--- config.mk ---
export PLATFORM = sky130hd
export DESIGN_NAME = system_clock_mode_control
export DESIGN_NICKNAME = d
export VERILOG_FILES = /design/src/core/clk_mode_pkg.sv /design/src/core/system_clock_mode_control.sv
export SDC_FILE = /design/constraint.sdc
export NUM_CORES = 1
export LEC_CHECK = 0
export BUFFER_PORTS_ARGS = -buffer_cell sky130_fd_sc_hd__buf_2
export CORE_MARGIN = 2
export CORE_UTILIZATION = 52
export DETAILED_ROUTE_END_ITERATION = 8
export MAX_ROUTING_LAYER = met4
export PLACE_DENSITY = 0.87
export SLEW_MARGIN = 10
export SYNTH_ARGS = -nofsm -noshare
export SYNTH_HDL_FRONTEND = slang
export SYNTH_SLANG_ARGS = --single-unit
--- constraint.sdc ---
create_clock -name mclk_in -period 2.7 [get_ports mclk_in]
set_clock_uncertainty 0.15 [all_clocks]
set_input_delay 0.54 -clock mclk_in [delete_from_list [all_inputs] [get_ports mclk_in]]
set_output_delay 0.54 -clock mclk_in [all_outputs]
set_load 0.02 [all_outputs]
--- src/core/clk_mode_pkg.sv ---
// Package: register layout, reset values, timing counts and types of the clock mode block
package clk_mode_pkg;
  localparam logic [11:0] CLOCK_MODE_REG_ADDR = 12'h000;
  localparam int DIV_SEL_LSB = 5;
  localparam int QUICK_WAKE_BIT = 4;
  localparam int LOW_READY_BIT = 3;
  localparam int HIGH_READY_BIT = 2;
  localparam int IDLE_ON_STOP_BIT = 1;
  localparam int HIGH_LOW_SEL_BIT = 0;
  localparam logic [2:0] DIV_SEL_RESET = 3'h0;
  localparam logic QUICK_WAKE_RESET = 1'b0;
  localparam logic IDLE_ON_STOP_RESET = 1'b1;
  localparam logic HIGH_LOW_SEL_RESET = 1'b1;
  localparam int CRYSTAL_READY_CYCLES = 1024;
  localparam int FAST_RC_READY_CYCLES = 16;
  localparam int SLOW_RC_READY_CYCLES = 2;
  localparam int DIV_STAGES = 6;
  localparam logic [2:0] SRC_UNDIVIDED = 3'h0;
  localparam logic [2:0] SRC_SLOW = 3'h7;

  typedef enum logic [1:0] {
    OSC_CRYSTAL,
    OSC_EXTERNAL_RC,
    OSC_INTERNAL_FAST_RC,
    OSC_RESERVED
  } high_osc_kind_t;

  typedef enum {
    ST_RUN,
    ST_IDLE_RUNNING,
    ST_IDLE_STOPPED,
    ST_LIGHT_STOP,
    ST_DEEP_STOP,
    ST_WAKING
  } power_state_t;

  typedef struct packed {
    logic [2:0] div_sel;
    logic quick_wake_en;
    logic low_osc_ready;
    logic high_osc_ready;
    logic idle_on_stop;
    logic high_low_clk_sel;
  } clock_mode_reg_t;
endpackage

--- src/core/system_clock_mode_control.sv ---
// System clock source selection, oscillator ready flags and stop/wake power-mode control
module system_clock_mode_control #(
  parameter int CRYSTAL_CYCLES = clk_mode_pkg::CRYSTAL_READY_CYCLES,
  parameter int FAST_RC_CYCLES = clk_mode_pkg::FAST_RC_READY_CYCLES,
  parameter int SLOW_RC_CYCLES = clk_mode_pkg::SLOW_RC_READY_CYCLES
) (
  input wire logic mclk_in,
  input wire logic resetn_in,
  input wire logic clk_en_in,
  input wire logic psel_in,
  input wire logic penable_in,
  input wire logic pwrite_in,
  input wire logic [11:0] paddr_in,
  input wire logic [31:0] pwdata_in,
  input wire logic halt_in,
  input wire logic wake_in,
  input wire logic sysclk_keep_in_idle_in,
  input wire logic sub_clk_needed_in,
  input wire logic [1:0] high_osc_kind_in,
  input wire logic high_osc_tick_in,
  input wire logic low_osc_tick_in,
  output logic pready_out,
  output logic pslverr_out,
  output logic [31:0] prdata_out,
  output logic high_osc_en_out,
  output logic low_osc_en_out,
  output logic sys_clk_tick_out,
  output logic cpu_run_out,
  output logic [5:0] high_div_ticks_out
);
  initial begin
    if (CRYSTAL_CYCLES < 2 || CRYSTAL_CYCLES > 4095 || FAST_RC_CYCLES < 2 ||
        FAST_RC_CYCLES > 4095 || SLOW_RC_CYCLES < 1 || SLOW_RC_CYCLES > 15) begin
      $error("Oscillator settle counts out of range");
    end
  end

  clk_mode_pkg::clock_mode_reg_t ctrl_q;
  clk_mode_pkg::power_state_t state_q;
  clk_mode_pkg::power_state_t stop_kind_q;
  logic high_ready_q;
  logic low_ready_q;
  logic [11:0] high_cnt_q;
  logic [3:0] low_cnt_q;
  logic substitute_q;
  logic [5:0] div_cnt_q;
  logic [2:0] act_src_q;
  logic pending_q;
  logic [2:0] req_src;
  logic [2:0] eff_src;
  logic [6:0] src_ticks;
  logic high_on;
  logic low_on;
  logic sys_clk_running;
  logic crystal_sel;
  logic quick_ok;
  logic [11:0] high_target;
  logic apb_hit;
  logic apb_done;

  // Source requested by the register: 0 undivided, 1..6 fH/2..fH/64, 7 slow RC
  always_comb begin
    if (ctrl_q.high_low_clk_sel) begin
      req_src = clk_mode_pkg::SRC_UNDIVIDED;
    end else if (ctrl_q.div_sel[2:1] == 2'h0) begin
      req_src = clk_mode_pkg::SRC_SLOW;
    end else begin
      req_src = 3'h7 - ctrl_q.div_sel + 3'h1;
    end
  end

  // Substitute slow clock overrides the request while the crystal settles
  assign eff_src = substitute_q ? clk_mode_pkg::SRC_SLOW : req_src;
  assign crystal_sel = high_osc_kind_in == 2'(clk_mode_pkg::OSC_CRYSTAL);
  assign quick_ok = crystal_sel && ctrl_q.quick_wake_en &&
                    (stop_kind_q == clk_mode_pkg::ST_LIGHT_STOP ||
                     stop_kind_q == clk_mode_pkg::ST_IDLE_STOPPED);
  assign high_target = crystal_sel ? 12'(CRYSTAL_CYCLES) : 12'(FAST_RC_CYCLES);

  // High-speed oscillator runs only when some consumer is on a high source
  always_comb begin
    high_on = 1'b0;
    if (state_q == clk_mode_pkg::ST_RUN || state_q == clk_mode_pkg::ST_WAKING ||
        state_q == clk_mode_pkg::ST_IDLE_RUNNING) begin
      high_on = (req_src != clk_mode_pkg::SRC_SLOW);
    end
  end
  assign low_on = state_q != clk_mode_pkg::ST_DEEP_STOP;

  // Tick candidates per source; divided ticks come from one synchronous 6-bit counter
  assign src_ticks[0] = high_osc_tick_in && high_on;
  assign src_ticks[7 - 1] = high_osc_tick_in && high_on && (div_cnt_q == 6'h3F);
  genvar gi;
  generate
    for (gi = 1; gi < clk_mode_pkg::DIV_STAGES; gi++) begin : g_div
      assign src_ticks[gi] = high_osc_tick_in && high_on && (&div_cnt_q[gi - 1:0]);
    end
  endgenerate

  assign sys_clk_running = (state_q == clk_mode_pkg::ST_RUN) ||
                           (state_q == clk_mode_pkg::ST_IDLE_RUNNING);

  // Divider counter on fH ticks
  always_ff @(posedge mclk_in or negedge resetn_in) begin
    if (!resetn_in) begin
      div_cnt_q <= 6'h00;
    end else if (clk_en_in) begin
      if (!high_on) begin
        div_cnt_q <= 6'h00;
      end else if (high_osc_tick_in) begin
        div_cnt_q <= div_cnt_q + 6'h01;
      end
    end
  end

  // Glitch-free switch: the old source ends its cycle, then the new one takes over
  always_ff @(posedge mclk_in or negedge resetn_in) begin
    if (!resetn_in) begin
      act_src_q <= clk_mode_pkg::SRC_UNDIVIDED;
      pending_q <= 1'b0;
    end else if (clk_en_in) begin
      pending_q <= eff_src != act_src_q;
      if (eff_src != act_src_q) begin
        if (act_src_q == clk_mode_pkg::SRC_SLOW) begin
          if (low_osc_tick_in || !low_on) begin
            act_src_q <= eff_src;
          end
        end else if (src_ticks[act_src_q] || !high_on) begin
          act_src_q <= eff_src;
        end
      end
    end
  end

  // System and peripheral tick outputs
  always_ff @(posedge mclk_in or negedge resetn_in) begin
    if (!resetn_in) begin
      sys_clk_tick_out <= 1'b0;
      high_div_ticks_out <= 6'h00;
    end else if (clk_en_in) begin
      high_div_ticks_out <= src_ticks[6:1];
      if (!sys_clk_running || pending_q || eff_src != act_src_q) begin
        sys_clk_tick_out <= 1'b0;
      end else if (act_src_q == clk_mode_pkg::SRC_SLOW) begin
        sys_clk_tick_out <= low_osc_tick_in && low_ready_q;
      end else begin
        sys_clk_tick_out <= src_ticks[act_src_q];
      end
    end
  end

  // High-speed ready: cleared while the oscillator is off, set after the settle count
  always_ff @(posedge mclk_in or negedge resetn_in) begin
    if (!resetn_in) begin
      high_cnt_q <= 12'h000;
      high_ready_q <= 1'b0;
    end else if (clk_en_in) begin
      if (!high_on) begin
        high_cnt_q <= 12'h000;
        high_ready_q <= 1'b0;
      end else if (high_osc_tick_in && !high_ready_q) begin
        if (high_cnt_q == high_target - 12'h001) begin
          high_ready_q <= 1'b1;
        end
        high_cnt_q <= high_cnt_q + 12'h001;
      end
    end
  end

  // Low-speed ready: cleared in deep stop, set after the slow RC settle count
  always_ff @(posedge mclk_in or negedge resetn_in) begin
    if (!resetn_in) begin
      low_cnt_q <= 4'h0;
      low_ready_q <= 1'b0;
    end else if (clk_en_in) begin
      if (!low_on) begin
        low_cnt_q <= 4'h0;
        low_ready_q <= 1'b0;
      end else if (low_osc_tick_in && !low_ready_q) begin
        if (low_cnt_q == 4'(SLOW_RC_CYCLES - 1)) begin
          low_ready_q <= 1'b1;
        end
        low_cnt_q <= low_cnt_q + 4'h1;
      end
    end
  end

  // Power-mode sequencer: stop entry and wake-up completion
  always_ff @(posedge mclk_in or negedge resetn_in) begin
    if (!resetn_in) begin
      state_q <= clk_mode_pkg::ST_RUN;
      stop_kind_q <= clk_mode_pkg::ST_RUN;
      substitute_q <= 1'b0;
    end else if (clk_en_in) begin
      case (state_q)
        clk_mode_pkg::ST_RUN: begin
          if (substitute_q && high_ready_q) begin
            substitute_q <= 1'b0;
          end
          if (halt_in && !substitute_q) begin
            if (ctrl_q.idle_on_stop && sysclk_keep_in_idle_in) begin
              state_q <= clk_mode_pkg::ST_IDLE_RUNNING;
            end else if (ctrl_q.idle_on_stop) begin
              state_q <= clk_mode_pkg::ST_IDLE_STOPPED;
            end else if (sub_clk_needed_in) begin
              state_q <= clk_mode_pkg::ST_LIGHT_STOP;
            end else begin
              state_q <= clk_mode_pkg::ST_DEEP_STOP;
            end
          end
        end
        clk_mode_pkg::ST_IDLE_RUNNING: begin
          if (wake_in) begin
            state_q <= clk_mode_pkg::ST_RUN;
          end
        end
        clk_mode_pkg::ST_IDLE_STOPPED, clk_mode_pkg::ST_LIGHT_STOP,
        clk_mode_pkg::ST_DEEP_STOP: begin
          if (wake_in) begin
            stop_kind_q <= state_q;
            state_q <= clk_mode_pkg::ST_WAKING;
          end
        end
        clk_mode_pkg::ST_WAKING: begin
          if (req_src == clk_mode_pkg::SRC_SLOW) begin
            if (low_ready_q) begin
              state_q <= clk_mode_pkg::ST_RUN;
            end
          end else if (quick_ok && low_ready_q) begin
            substitute_q <= !high_ready_q;
            state_q <= clk_mode_pkg::ST_RUN;
          end else if (high_ready_q) begin
            state_q <= clk_mode_pkg::ST_RUN;
          end
        end
        default: begin
          state_q <= clk_mode_pkg::ST_RUN;
        end
      endcase
    end
  end

  // Oscillator enables and CPU run level
  always_ff @(posedge mclk_in or negedge resetn_in) begin
    if (!resetn_in) begin
      high_osc_en_out <= 1'b0;
      low_osc_en_out <= 1'b0;
      cpu_run_out <= 1'b0;
    end else if (clk_en_in) begin
      high_osc_en_out <= high_on;
      low_osc_en_out <= low_on;
      cpu_run_out <= state_q == clk_mode_pkg::ST_RUN;
    end
  end

  // APB slave: one register, answered on the second access-phase edge
  assign apb_hit = paddr_in == clk_mode_pkg::CLOCK_MODE_REG_ADDR;
  assign apb_done = psel_in && penable_in && !pready_out;

  always_ff @(posedge mclk_in or negedge resetn_in) begin
    if (!resetn_in) begin
      pready_out <= 1'b0;
      pslverr_out <= 1'b0;
      prdata_out <= 32'h00000000;
    end else if (clk_en_in) begin
      pready_out <= apb_done;
      pslverr_out <= apb_done && !apb_hit;
      if (apb_done && !pwrite_in && apb_hit) begin
        prdata_out <= {24'h000000, ctrl_q.div_sel, ctrl_q.quick_wake_en, low_ready_q,
                       high_ready_q, ctrl_q.idle_on_stop, ctrl_q.high_low_clk_sel};
      end else begin
        prdata_out <= 32'h00000000;
      end
    end
  end

  // Writable control fields; ready flags are read-only live state
  always_ff @(posedge mclk_in or negedge resetn_in) begin
    if (!resetn_in) begin
      ctrl_q.div_sel <= clk_mode_pkg::DIV_SEL_RESET;
      ctrl_q.quick_wake_en <= clk_mode_pkg::QUICK_WAKE_RESET;
      ctrl_q.low_osc_ready <= 1'b0;
      ctrl_q.high_osc_ready <= 1'b0;
      ctrl_q.idle_on_stop <= clk_mode_pkg::IDLE_ON_STOP_RESET;
      ctrl_q.high_low_clk_sel <= clk_mode_pkg::HIGH_LOW_SEL_RESET;
    end else if (clk_en_in) begin
      ctrl_q.low_osc_ready <= low_ready_q;
      ctrl_q.high_osc_ready <= high_ready_q;
      if (apb_done && pwrite_in && apb_hit) begin
        ctrl_q.div_sel <= pwdata_in[clk_mode_pkg::DIV_SEL_LSB +: 3];
        ctrl_q.quick_wake_en <= pwdata_in[clk_mode_pkg::QUICK_WAKE_BIT];
        ctrl_q.idle_on_stop <= pwdata_in[clk_mode_pkg::IDLE_ON_STOP_BIT];
        ctrl_q.high_low_clk_sel <= pwdata_in[clk_mode_pkg::HIGH_LOW_SEL_BIT];
      end
    end
  end
endmodule

==> out/qor.csv <==
stage,metric,value,unit
clock_tree,cts_resized,0,
detailed_routing,post_drt_wl_per_cell,15.9,µm
logic_synthesis,yosysTopAreaCell,dfrtp_1,
logic_synthesis,avgSynthCellArea,9.86,µm²
setup_path,required,2.79,ns
setup_path,endpoint_kind,register,
logic_synthesis,ys.flop_type,dfrtp_1,
sta,fmax,390,MHz
power,ir_worst_vdd,0.339,mV
placement,hpwl,5500,µm
clock_tree,cts_sinks,60,
detailed_routing,num_vias,2882,
sta,post-route-period-util,95.0,%
placement,dp.cells,466,
power,p_leak,1.91,nW
outcome,status,completed,
grt,overflow,0,
run,maxCapViolCount,0,
final_layout,area_delta_synth_final,13.6,%
clock_tree,clockRootBuffer,clkbuf_8,
power,finalPower,0.00234,W
placement,port_buffers,51,
floorplanning,fp.dieW,84.6,µm
detailed_routing,wirelength,7680,µm
logic_synthesis,async_reset_ff_share,100,%
setup_path,cp.arrival,2.65,ns
logic_synthesis,ys_warn_count,0,
floorplanning,core-area,0.00631,mm²
logic_synthesis,syn_area,0.00338,mm²
power,p_per_area,610,mW/mm²
clock_tree,cts_buffers,9,
setup_path,cp-start-kind,register,
detailed_routing,drtIter0Drc,243,
clock_tree,clk_pin_slew,0.07,ns
detailed_routing,viasPerCell,5.98,
floorplanning,initial_core_util,53.5,%
logic_synthesis,synth_top_area_share,42.9,%
sta,hold_viol_final,0,
floorplanning,die_h,84.6,µm
logic_synthesis,ys_types,60,
final_layout,diodes,0,
hold_path,hold_path.class,input port to asynchronous set/reset pin,
final_layout,finalNetCount,465,
clock_tree,cts_tree,done,
grt,grt_usage,23.2,%
placement,gp_congestion,0.887,
sta,tightest_slew,0.695,ns
clock_tree,cts_buffer_depth,2,
logic_synthesis,synthTopCellsByArea,"dfrtp_1 (43%), buf_4 (5.3%), nor2_1 (3.7%)",
detailed_routing,drc,0,
logic_synthesis,synthCells,343,
final_layout,layout-drive-gt1-share,22.5,%
clock_tree,cts_htree_levels,3,
final_layout,layout.cells.non_filler,482,
grt,grt_pass1_wl,12900,µm
logic_synthesis,synth_seq_cells,60,
sta,setup_viol,0,
floorplanning,io_pins,102,
floorplanning,dieArea,0.00716,mm²
clock_tree,cts_hold_buf,0,
floorplanning,rows,29,
setup_path,worstSetupPathType,register to register,
logic_synthesis,ys_seq_area_share,44.5,%
sta,setup-tns-final,0,ns
grt,antenna_found_initial,0,
sta,finalCriticalPeriod,2.57,ns
clock_tree,insertion_delay,0.35,ns
detailed_routing,firstDrtPassIters,5,
grt,grt_max_degree,37,
sta,max_slew_margin,53.7,%
clock_tree,post-cts-setup-buffer-count,0,
sta,rsz0062_at_grt,false,
setup_path,cp_max_fo,7,
logic_synthesis,synth_edf_count,0,
grt,grt_pass1_vias,2833,
detailed_routing,final_antenna_net_count,0,
sta,maxSlewViolCount,0,
## cells in the final DEF (no fill, tap or decap), types with 7 or more instances in the layout
cell type  Yosys  routed
conb_1         1      24
buf_2          1      51
nand3_1        9       9
mux2_2         8       8
nand2_1       25      25
ha_1           7       7
dfrtp_1       58      58
o21ai_0       13      13
a31oi_1        7       7
a21oi_1        9       9
o31ai_1        7       7
a22o_1        10      10
clkbuf_8       0      12
buf_4         24       7
and3_1        10      10
nor2_1        33      33
inv_1         12      12
xnor2_1        9       9
## state kept, by name, indices dropped and copies added (netlist names), 2 cells and up
signal,flops
stop_kind_q,2
high_div_ticks_out,6
div_cnt_q,6
ctrl_q,6
act_src_q,3
low_cnt_q,4
prdata_out,8
state_q,3
high_cnt_q,12
## critical path, stage by stage, from the launching register on
cell and delay, ns:
dfrtp_1 0.47, inv_1 0.07, ha_1 0.24, xnor2_1 0.25
a41o_2 0.31, mux2_4 0.33, a2111oi_4 0.30, mux2_4 0.33
## final timing paths
check	from	to	slack [ns]	cells after the start
setup / recovery	ctrl_q[5]	state_q[1]	0.13	7
max in group asynchronous	resetn_in	ctrl_q[0]	1.71	2
hold / removal	resetn_in	div_cnt_q[5]	0.03	1
setup reg to reg	ctrl_q[5]	state_q[1]	0.13	7
min in group mclk_in	pwdata_in[6]	ctrl_q[6]	0.27	2
hold reg to reg	cpu_run_out	cpu_run_out	0.33	2
## where the power goes
part           total [W]  leakage [nW]  switching [W]  internal, W
clock network   0.000754        0.0965       0.000348     0.000406
registers        0.00108         0.794       0.000100     0.000978
logic           0.000510          1.02       0.000321     0.000189
## cell usage after synthesis (all sizes together) (2+ instances only)
master,n
a211o,2
a211oi,3
a21o,4
a21oi,9
a22o,11
a311oi,5
a31oi,7
a32o,5
a32oi,3
and3,10
and4,3
buf,26
clkbuf,10
dfrtp,58
dfstp,2
ha,7
inv,12
mux2,10
mux2i,2
nand2,25
nand2b,4
nand3,9
nand3b,5
nand4,5
nor2,33
nor3,5
nor3b,3
nor4,4
o21ai,13
o21bai,2
o2bb2ai,5
o311ai,2
o31ai,7
or2,2
or4,2
xnor2,9
xor2,3
## metal layers
layer,GRT usage (%),vias up,wire [µm]
met5,-,-,0
met4,11.8,0,250
met3,5.41,21,496
met2,36.1,123,3670
met1,28.5,1404,3270
li1,-,1334,-
## through the flow
step | utilization [%] | area (µm²) | hold WS (ns) | setup slack, ns
global route | 60.8 | 3840 | 0.0720 | 0.0261
CTS | 60.8 | 3840 | 0.0443 | 0.119
detailed placement | 57.9 | 3660 | 0.318 | 0.125
floorplan | - | 3470 | 0.0944 | 0.344
global placement | 57.9 | 3660 | 0.318 | 0.209
finish | 60.8 | 3840 | 0.0310 | 0.134
## cells by family (layout without fill, tap and decap cells)
family                     after synthesis  after routing  share of synthesized area, %
xor gates and xnor gates                12             12                          3.11
buffers and inverters                   49             88                          8.40
adders and majority gates                7              7                          2.59
and+or+nand+nor                        116            116                          17.6
muxes                                   12             12                          4.15
AOI/OAI and AO/OA                       86             86                          19.5
other                                    1             24                         0.111
DFF                                     60             60                          44.5
## final cells by class
cell class	instances	area, µm²
flip-flops and latches	60	1500
inverters	13	48.8
clock buffers	14	173
well taps	77	96.3
clock inverters	2	10.0
fillers	526	2470
repair buffers	59	328
multi-input cells	257	1680
No activity file was read; power rests on OpenSTA's default activity.
